===== src/pll_cfg_pkg.sv =====
// Purpose: shared constants for the pll configuration and lock control block
// Assumes: 32-bit axi4-lite register bus, one clock
// Notes: register offsets are byte addresses
package pll_cfg_pkg;
	localparam int addr_w = 4;
	// ****************************************
	// register map
	// ****************************************
	localparam logic [addr_w-1:0] pll_word_offset = 4'h0;
	localparam logic [addr_w-1:0] lock_ctrl_offset = 4'h4;
	localparam logic [addr_w-1:0] unlock_offset = 4'h8;
	// ****************************************
	// configuration word fields
	// ****************************************
	localparam int out_div_lsb = 16;
	localparam int usb_en_n_bit = 15;
	localparam int usb_div_lsb = 8;
	localparam int mult_lsb = 4;
	localparam int in_div_lsb = 0;
	localparam logic [31:0] pll_word_reserved_mask = 32'hfff8_7888;
	// ****************************************
	// control register fields and reset values
	// ****************************************
	localparam int pin_lock_bit = 13;
	localparam int mod_lock_bit = 12;
	localparam int dbg_en_bit = 3;
	localparam int tdo_use_bit = 0;
	localparam logic [31:0] ctrl_ones_mask = 32'h0000_0006;
	localparam logic dbg_en_reset = 1'b1;
	localparam logic tdo_use_reset = 1'b1;
	localparam logic lock_reset = 1'b0;
	// unlock key pair written to the unlock register in sequence; values are arbitrary
	localparam logic [31:0] unlock_key1 = 32'h0f1e_2d3c;
	localparam logic [31:0] unlock_key2 = 32'hc3d2_e1f0;
	localparam logic [1:0] resp_okay = 2'h0;
	localparam logic [1:0] resp_slverr = 2'h2;
endpackage


===== src/pll_field_decode.sv =====
// Purpose: decode the configuration word pll fields into numeric factors
// Assumes: codes arrive from flip-flops
// Notes: purely combinational
`timescale 1ns/1ps
`default_nettype none
module pll_field_decode
(
	input wire logic [2:0] out_code, // output divisor code
	input wire logic [2:0] usb_code, // usb input divider code
	input wire logic [2:0] mult_code, // multiplier code
	output logic [8:0] out_divisor, // output divide ratio
	output logic [3:0] usb_divisor, // usb input divide ratio
	output logic [4:0] multiplier // multiplication factor
);
	always_comb
	begin
		case (out_code)
			3'h0: out_divisor = 9'h001;
			3'h1: out_divisor = 9'h002;
			3'h2: out_divisor = 9'h004;
			3'h3: out_divisor = 9'h008;
			3'h4: out_divisor = 9'h010;
			3'h5: out_divisor = 9'h020;
			3'h6: out_divisor = 9'h040;
			default: out_divisor = 9'h100;
		endcase
		case (usb_code)
			3'h6: usb_divisor = 4'ha;
			3'h7: usb_divisor = 4'hc;
			default: usb_divisor = {1'b0, usb_code} + 4'h1;
		endcase
		case (mult_code)
			3'h7: multiplier = 5'h18;
			default: multiplier = {2'h0, mult_code} + 5'h0f;
		endcase
	end
endmodule
`default_nettype wire


===== src/lock_gate.sv =====
// Purpose: gate write strobes to the pin-select and module-disable registers
// Assumes: strobes are one-cycle pulses from the system clock domain
// Notes: combinational; refused writes simply vanish
`timescale 1ns/1ps
`default_nettype none
module lock_gate
(
	input wire logic pin_lock, // pin select lock level
	input wire logic mod_lock, // module disable lock level
	input wire logic pin_wr_req, // requested pin select write
	input wire logic mod_wr_req, // requested module disable write
	output logic pin_wr_ok, // permitted pin select write
	output logic mod_wr_ok // permitted module disable write
);
	// pin select writes refused while locked
	assign pin_wr_ok = pin_wr_req & ~pin_lock;
	// module disable writes refused while locked
	assign mod_wr_ok = mod_wr_req & ~mod_lock;
endmodule
`default_nettype wire


===== src/pll_config_and_lock_control.sv =====
// Purpose: configuration word holder and run-time lock control register bank
// Assumes: nonvolatile word and debug strap are stable across reset release
// Notes: axi4-lite slave, answers one cycle after both address and data are held
//
// What this block does
// - output divisor codes 000..111 give divide by 1,2,4,8,16,32,64,256.
// - the usb pll enable bit is active low, one disables and bypasses the usb pll.
// - multiplier codes 000..111 give factors 15,16,17,18,19,20,21,24.
// - usb pll fields exist only on variants with the usb function.
// - pin select register writes are refused while the pin select lock is set.
// - module disable register writes are refused while the module disable lock is set.
// - control bit 3 enables the debug port and resets to one.
// - control bit 0 selects tdo use in 2-wire debug and resets to one.
// - control bits 31-14 and 11-4 read zero, bits 2-1 read one.
// - lock bits change only after the unlock sequence.
// - the debug enable bit takes its reset value from the nonvolatile debug strap.
//
// The AXI4-Lite slave port and the register offsets were decided locally.
`timescale 1ns/1ps
`default_nettype none
module pll_config_and_lock_control
#(
	parameter bit has_usb = 1'b1 // variant carries the usb function
)
(
	input wire logic aclk, // system clock
	input wire logic aresetn, // synchronous reset, active low
	input wire logic [31:0] nv_pll_word, // nonvolatile configuration word
	input wire logic nv_dbg_en, // nonvolatile debug enable strap
	input wire logic [pll_cfg_pkg::addr_w-1:0] s_axi_awaddr, // write address
	input wire logic s_axi_awvalid, // write address valid
	output logic s_axi_awready, // write address ready
	input wire logic [31:0] s_axi_wdata, // write data
	input wire logic [3:0] s_axi_wstrb, // write byte strobes
	input wire logic s_axi_wvalid, // write data valid
	output logic s_axi_wready, // write data ready
	output logic [1:0] s_axi_bresp, // write response
	output logic s_axi_bvalid, // write response valid
	input wire logic s_axi_bready, // write response ready
	input wire logic [pll_cfg_pkg::addr_w-1:0] s_axi_araddr, // read address
	input wire logic s_axi_arvalid, // read address valid
	output logic s_axi_arready, // read address ready
	output logic [31:0] s_axi_rdata, // read data
	output logic [1:0] s_axi_rresp, // read response
	output logic s_axi_rvalid, // read data valid
	input wire logic s_axi_rready, // read data ready
	input wire logic pin_wr_req, // pin select register write request
	input wire logic mod_wr_req, // module disable register write request
	output logic pin_wr_ok, // pin select write permitted
	output logic mod_wr_ok, // module disable write permitted
	output logic [2:0] pll_in_divider, // pll input divider code
	output logic [8:0] pll_out_divisor, // pll output divide ratio
	output logic [4:0] pll_multiplier, // pll multiplication factor
	output logic usb_pll_enable_n, // usb pll disable and bypass, active low enable
	output logic [3:0] usb_pll_in_divider, // usb pll input divide ratio
	output logic debug_port_enable, // debug port enable
	output logic two_wire_tdo_use, // tdo used in 2-wire mode
	output logic pin_select_lock, // pin select lock level
	output logic module_disable_lock // module disable lock level
);
	import pll_cfg_pkg::*;

	// ****************************************
	// state
	// ****************************************
	typedef enum logic [1:0] {unl_idle, unl_key1, unl_open} unlock_e;
	unlock_e unlock_reg;
	logic [31:0] pll_word_reg;
	logic init_reg;
	logic pin_lock_reg;
	logic mod_lock_reg;
	logic dbg_en_reg;
	logic tdo_use_reg;
	logic aw_held_reg;
	logic w_held_reg;
	logic [addr_w-1:0] awaddr_reg;
	logic [31:0] wdata_reg;
	logic [3:0] wstrb_reg;
	logic bvalid_reg;
	logic [1:0] bresp_reg;
	logic rvalid_reg;
	logic [1:0] rresp_reg;
	logic [31:0] rdata_reg;
	logic wr_fire;
	logic [31:0] ctrl_view;
	logic [31:0] word_view;
	logic [31:0] ctrl_wr;

	function automatic logic [31:0] merge(input logic [31:0] old, input logic [31:0] nw, input logic [3:0] st);
		logic [31:0] r;
		r = old;
		for (int i = 0; i < 4; i++)
		begin
			if (st[i])
			begin
				r[i*8 +: 8] = nw[i*8 +: 8];
			end
		end
		return r;
	endfunction

	// ****************************************
	// configuration word capture
	// ****************************************
	// latched while reset is held and at the first edge after release, never written by software
	always_ff @(posedge aclk)
	begin
		if (!aresetn)
		begin
			init_reg <= 1'b1;
		end
		else
		begin
			init_reg <= 1'b0;
		end
	end

	always_ff @(posedge aclk)
	begin
		if (init_reg)
		begin
			pll_word_reg <= nv_pll_word;
		end
	end

	// usb fields forced to disabled pattern on variants without usb
	always_comb
	begin
		word_view = pll_word_reg;
		if (!has_usb)
		begin
			word_view[usb_en_n_bit] = 1'b1;
			word_view[usb_div_lsb +: 3] = 3'h0;
		end
	end

	// reserved bits read back as stored; keeping them at one is up to the programmer
	assign pll_in_divider = word_view[in_div_lsb +: 3];
	// active low usb pll enable passes straight through
	assign usb_pll_enable_n = word_view[usb_en_n_bit];

	pll_field_decode u_decode
	(
		.out_code(word_view[out_div_lsb +: 3]),
		.usb_code(word_view[usb_div_lsb +: 3]),
		.mult_code(word_view[mult_lsb +: 3]),
		.out_divisor(pll_out_divisor),
		.usb_divisor(usb_pll_in_divider),
		.multiplier(pll_multiplier)
	);

	// ****************************************
	// write channel
	// ****************************************
	// hold one address and one data beat, fire when both are in and no response is pending
	assign s_axi_awready = !aw_held_reg && !bvalid_reg;
	assign s_axi_wready = !w_held_reg && !bvalid_reg;
	assign wr_fire = aw_held_reg && w_held_reg && !bvalid_reg;

	always_ff @(posedge aclk)
	begin
		if (!aresetn)
		begin
			aw_held_reg <= 1'b0;
			w_held_reg <= 1'b0;
			awaddr_reg <= '0;
			wdata_reg <= '0;
			wstrb_reg <= '0;
		end
		else
		begin
			if (s_axi_awvalid && s_axi_awready)
			begin
				aw_held_reg <= 1'b1;
				awaddr_reg <= s_axi_awaddr;
			end
			else if (wr_fire)
			begin
				aw_held_reg <= 1'b0;
			end
			if (s_axi_wvalid && s_axi_wready)
			begin
				w_held_reg <= 1'b1;
				wdata_reg <= s_axi_wdata;
				wstrb_reg <= s_axi_wstrb;
			end
			else if (wr_fire)
			begin
				w_held_reg <= 1'b0;
			end
		end
	end

	always_ff @(posedge aclk)
	begin
		if (!aresetn)
		begin
			bvalid_reg <= 1'b0;
			bresp_reg <= resp_okay;
		end
		else if (wr_fire)
		begin
			bvalid_reg <= 1'b1;
			case (awaddr_reg)
				pll_word_offset, lock_ctrl_offset, unlock_offset: bresp_reg <= resp_okay;
				default: bresp_reg <= resp_slverr;
			endcase
		end
		else if (s_axi_bready)
		begin
			bvalid_reg <= 1'b0;
		end
	end

	assign s_axi_bvalid = bvalid_reg;
	assign s_axi_bresp = bresp_reg;

	// ****************************************
	// unlock sequence
	// ****************************************
	// two full-word keys back to back open the locks; any other unlock write closes them
	always_ff @(posedge aclk)
	begin
		if (!aresetn)
		begin
			unlock_reg <= unl_idle;
		end
		else if (wr_fire && awaddr_reg == unlock_offset)
		begin
			case (unlock_reg)
				unl_idle: unlock_reg <= (wdata_reg == unlock_key1 && wstrb_reg == 4'hf) ? unl_key1 : unl_idle;
				unl_key1: unlock_reg <= (wdata_reg == unlock_key2 && wstrb_reg == 4'hf) ? unl_open : unl_idle;
				unl_open: unlock_reg <= unl_idle;
				default: unlock_reg <= unl_idle;
			endcase
		end
	end

	// ****************************************
	// control register
	// ****************************************
	always_ff @(posedge aclk)
	begin
		if (!aresetn)
		begin
			pin_lock_reg <= lock_reset;
			mod_lock_reg <= lock_reset;
		end
		// lock bits change only while unlocked
		else if (wr_fire && awaddr_reg == lock_ctrl_offset && unlock_reg == unl_open)
		begin
			pin_lock_reg <= ctrl_wr[pin_lock_bit];
			mod_lock_reg <= ctrl_wr[mod_lock_bit];
		end
	end

	// debug enable reloads from the strap at release
	always_ff @(posedge aclk)
	begin
		if (!aresetn)
		begin
			dbg_en_reg <= dbg_en_reset;
			tdo_use_reg <= tdo_use_reset;
		end
		else if (init_reg)
		begin
			dbg_en_reg <= nv_dbg_en;
		end
		// debug and tdo bits writable from the low byte
		else if (wr_fire && awaddr_reg == lock_ctrl_offset)
		begin
			dbg_en_reg <= ctrl_wr[dbg_en_bit];
			tdo_use_reg <= ctrl_wr[tdo_use_bit];
		end
	end

	// fixed read values of unimplemented bits
	always_comb
	begin
		ctrl_view = ctrl_ones_mask;
		ctrl_view[pin_lock_bit] = pin_lock_reg;
		ctrl_view[mod_lock_bit] = mod_lock_reg;
		ctrl_view[dbg_en_bit] = dbg_en_reg;
		ctrl_view[tdo_use_bit] = tdo_use_reg;
	end

	// bytes without a strobe keep their current value, so a partial write leaves other fields alone
	assign ctrl_wr = merge(ctrl_view, wdata_reg, wstrb_reg);

	assign debug_port_enable = dbg_en_reg;
	assign two_wire_tdo_use = tdo_use_reg;
	assign pin_select_lock = pin_lock_reg;
	assign module_disable_lock = mod_lock_reg;

	lock_gate u_gate
	(
		.pin_lock(pin_lock_reg),
		.mod_lock(mod_lock_reg),
		.pin_wr_req(pin_wr_req),
		.mod_wr_req(mod_wr_req),
		.pin_wr_ok(pin_wr_ok),
		.mod_wr_ok(mod_wr_ok)
	);

	// ****************************************
	// read channel
	// ****************************************
	assign s_axi_arready = !rvalid_reg;

	always_ff @(posedge aclk)
	begin
		if (!aresetn)
		begin
			rvalid_reg <= 1'b0;
			rresp_reg <= resp_okay;
			rdata_reg <= '0;
		end
		else if (s_axi_arvalid && !rvalid_reg)
		begin
			rvalid_reg <= 1'b1;
			rresp_reg <= resp_okay;
			case (s_axi_araddr)
				pll_word_offset: rdata_reg <= word_view;
				lock_ctrl_offset: rdata_reg <= ctrl_view;
				unlock_offset: rdata_reg <= {30'h0, (unlock_reg == unl_open), (unlock_reg == unl_key1)};
				default:
				begin
					rdata_reg <= '0;
					rresp_reg <= resp_slverr;
				end
			endcase
		end
		else if (s_axi_rready)
		begin
			rvalid_reg <= 1'b0;
		end
	end

	assign s_axi_rvalid = rvalid_reg;
	assign s_axi_rresp = rresp_reg;
	assign s_axi_rdata = rdata_reg;

endmodule
`default_nettype wire


===== config.mk =====
export PLATFORM = sky130hd
export DESIGN_NAME = pll_config_and_lock_control
export DESIGN_NICKNAME = d
export VERILOG_FILES = /design/src/pll_cfg_pkg.sv /design/src/pll_field_decode.sv /design/src/lock_gate.sv /design/src/pll_config_and_lock_control.sv
export SDC_FILE = /design/constraint.sdc
export NUM_CORES = 1
export LEC_CHECK = 0
export ABC_AREA = 1
export BUFFER_PORTS_ARGS = -buffer_cell sky130_fd_sc_hd__buf_4
export CAP_MARGIN = 15
export CORE_UTILIZATION = 35
export CTS_CLUSTER_SIZE = 24
export DETAILED_ROUTE_END_ITERATION = 12
export PLACE_DENSITY = 0.59
export SLEW_MARGIN = 40
export SYNTH_ARGS = -nofsm -noshare
export SYNTH_HDL_FRONTEND = slang
export SYNTH_HIERARCHICAL = 1
export SYNTH_SLANG_ARGS = --single-unit

===== constraint.sdc =====
create_clock -name aclk -period 2.8 [get_ports aclk]
set_input_delay 0.14 -clock aclk [delete_from_list [all_inputs] [get_ports aclk]]
set_output_delay 0.14 -clock aclk [all_outputs]
set_load 0.05 [all_outputs]

==> summary.md <==
| Metric | Value |
|---|---|
| GR Overflow Total | `0` |
| Die Width | `119.2 microns` |
| Total wire length | `12.44 mm` |
| Maxcap violations | `0` |
| Top post-synthesis cells by area | `dfxtp_1 (35%), edfxtp_1 (20%), nor2_1 (7.7%), nand2_1 (5.8%), a22oi_2 (5.2%)` |
| Yosys Warn Count | `6` |
| Met1 wire length | `5.226 mm` |
| Post-synth EDFFs | `32` |
| Nets | `837` |
| Share of layout cells above drive strength 1 | `30.75%` |
| Tmin final | `1.833 ns` |
| Detailed-route via count | `4282` |
| WP data required | `2.66 ns` |
| CP Class | `reg2out` |
| Leak Pwr | `around 3.2 nW` |
| Reg area | `2666 sq um` |
| Initial antenna violation count | `0` |
| DRT iter0 DRCs | `about 200` |
| Crit-path slowest cell | `edfxtp_1` |
| Crit path launch type | `flip-flop` |
| Die Y | `119.2 microns` |
| Starting Density | `36.14%` |
| Post-synth top area cell | `dfxtp_1` |
| Count leader, synth | `nor2_1` |
| VDD IR max | `between 0.6 and 0.7 mV` |
| DRC | `0` |
| Drt first pass iters | `4` |
| Rel. slew slack | `59.15%` |
| # IOs | `155` |
| Yosys reg bits | `approximately 120` |
| Root buf cell | `clkbuf_16` |
| Met3 WL post-DR | `around 850 microns` |
| Hold Path Class | `in2reg` |
| CTS buffer count | `17` |
| Peak fanout along the critical path | `5` |
| Worst hold slack | `0.002917 ns` |
| FP Rows | `42` |
| Max incr delay on CP | `around 0.45 ns` |
| Pwr/cell area | `about 660 nW/um^2` |
| Sequential area share after synthesis | `55.42%` |
| Status | `completed` |
| Crit-path most repeated cell | `inv_1` |
| CTS tree | `yes` |
| Setup crit end kind | `primary output` |
| Setup_tns | `0 ns` |
| Antenna cells | `0` |
| Final-layout fill cell count | `1181` |
| Max Slew Vio Count | `0` |
| Crit-path cells | `nor2_1 -> ha_1 -> inv_1 -> nand2_1 -> inv_1 -> buf_4` |
| Final setup vio count | `0` |
| DR WL/cell | `13.28 microns` |
| Synth cell count leaders | `nor2_1 (99), dfxtp_1 (85), nand2_1 (74)` |
| Total clock sinks | `117` |
| Number of global-route vias before repair | `4183` |
| Crit path max-delay family | `flip-flops` |
| RSZ-0062 raised after global routing | `false` |
| GP Congestion | `0.7690` |
| Final ANT Viol Nets | `0` |
| Design Area, Final | `7298 sq um` |
| First-pass GRT wire length | `20.17 mm` |
| CTS resizes | `0` |
| Arr. time, crit path | `1.69 ns` |
| Final Hold Viols | `0` |
| Number of I/O port buffers | `151` |
| Tcrit/Tclk final | `65.45%` |
| Worst slew pin tran | `0.6090 ns` |
| GRT Util Overall | `18.48%` |
| Highest metal used | `met4` |
| WP buf/inv | `3` |
| Mapped Cells | `~540` |
| Share of the synthesized area in the top cell type | `35.42%` |
| Die Area | `14200 sq um` |
| Post-synthesis cell type count | `29` |
| Worst Skew | `between 0.004 and 0.005 ns` |
| Largest net degree at the start of global routing | `52` |
| Mapped Avg Cell Area | `8.964 sq um` |
| Area of the multi-input gates | `1782 sq um` |
| H-tree Lvls | `4` |
| Dpl hpwl | `about 8.5 mm` |
| Cell Area, Placed | `6006 sq um` |
| Cell Area, Synth | `a little under 5000 sq um` |
| Flop2flop setup slack | `between 1 and 1.5 ns` |
| Vias per std cell | `around 4.6` |
| Max Clk Rate | `0.5457 GHz` |
| Core Footprint | `approximately 13000 sq um` |
| Worst-Skew Late Latency | `0.41 ns` |
| DR WL met2 | `6.145 mm` |
| Async S/R FF share, synth | `0%` |
| Clock transition at path regs | `0.05 ns` |
| Layout area overhead | `51.90%` |
| Main flop type after synthesis | `dfxtp_1` |
| CTS Buffer Depth | `2` |
[metal layers]
layer,up-vias,GRT usage (%)
li1,2183,-
met1,1968,21.09
met2,112,31.07
met3,19,6.322
met4,0,8.307
met5,-,0
[per-stage QoR]
step                setup slack (ns)  std cells  total power [mW]  util (%)
detailed placement            0.9361        839             2.477     45.17
CTS                           0.9793        937             4.872     54.87
floorplan                     0.8401        537             2.275         -
finish                        0.9674        937             4.833     54.89
global route                  0.8690        937             5.006     54.89
global placement               1.034        839             2.464     45.17
[cells by family after synthesis]
family / after synthesis / synth area share (%)
simple gates: 231 / 21.59
compound gates: 105 / 14.48
buf+inv: 78 / 7.578
other cells: 2 / 0.1563
flops: 117 / 55.42
fa+ha+maj: 3 / 0.7813
[repair_timing]
| action | CTS | global route |
|---|---|---|
| hold buffers | 66 | 0 |
| buffers inserted | 0 | 0 |
| endpoints found under the hold margin | 63 | 0 |
[worst reg2reg max path, cell delays in order, from the launching register on]
cell and delay [ns]:
dfxtp_1 0.34, nor2_1 0.29, nand2_1 0.22, o21ai_0 0.21, nor2_1 0.05, dlygate4sd3_1 0.54
[report_power, final]
group / leakage, nW / switching [mW] / internal [mW] / total (mW)
sequential: 1.01 / 0.0717 / 1.84 / 1.91
clock: 0.312 / 0.731 / 1.58 / 2.32
combinational: 1.86 / 0.352 / 0.255 / 0.607
total: 3.18 / 1.15 / 3.68 / 4.83
[layout make-up]
type / instances / share of cell area, %
multi-input cells: 342 / 24.41
inverters: 51 / 2.623
repair buffers: 219 / 24.79
well taps: 176 / 3.017
clock buffers: 20 / 6.120
clock inverters: 12 / 2.503
flip-flops and latches: 117 / 36.53
[layout by cell type (no fill, tap or decap), drive strengths merged]
cell / synthesis / routed
inv: 50 / 49
ha: 3 / 3
a22oi: 26 / 26
clkinv: 1 / 9
a31oi: 2 / 2
nand4: 6 / 6
nor3: 9 / 9
bufinv: 0 / 5
dlygate4sd3: 0 / 66
dfxtp: 85 / 85
a21oi: 27 / 27
o21ai: 49 / 49
nor2: 125 / 125
conb: 2 / 3
clkbuf: 12 / 20
o21a: 1 / 1
nand3: 15 / 15
edfxtp: 32 / 32
buf: 15 / 153
nand2: 76 / 76
[path summary, 6_finish.rpt]
| path | from | endpoint | cells after the start |
|---|---|---|---|
| max | pll_word_reg[4] | pll_multiplier[2] | 6 |
| min | s_axi_wdata[30] | wdata_reg[30] | 3 |
| max reg2reg | s_axi_bvalid | awaddr_reg[0] | 5 |
| min reg2reg | wdata_reg[9] | wdata_reg[9] | 2 |
No activity file was read; power rests on OpenSTA's default activity.
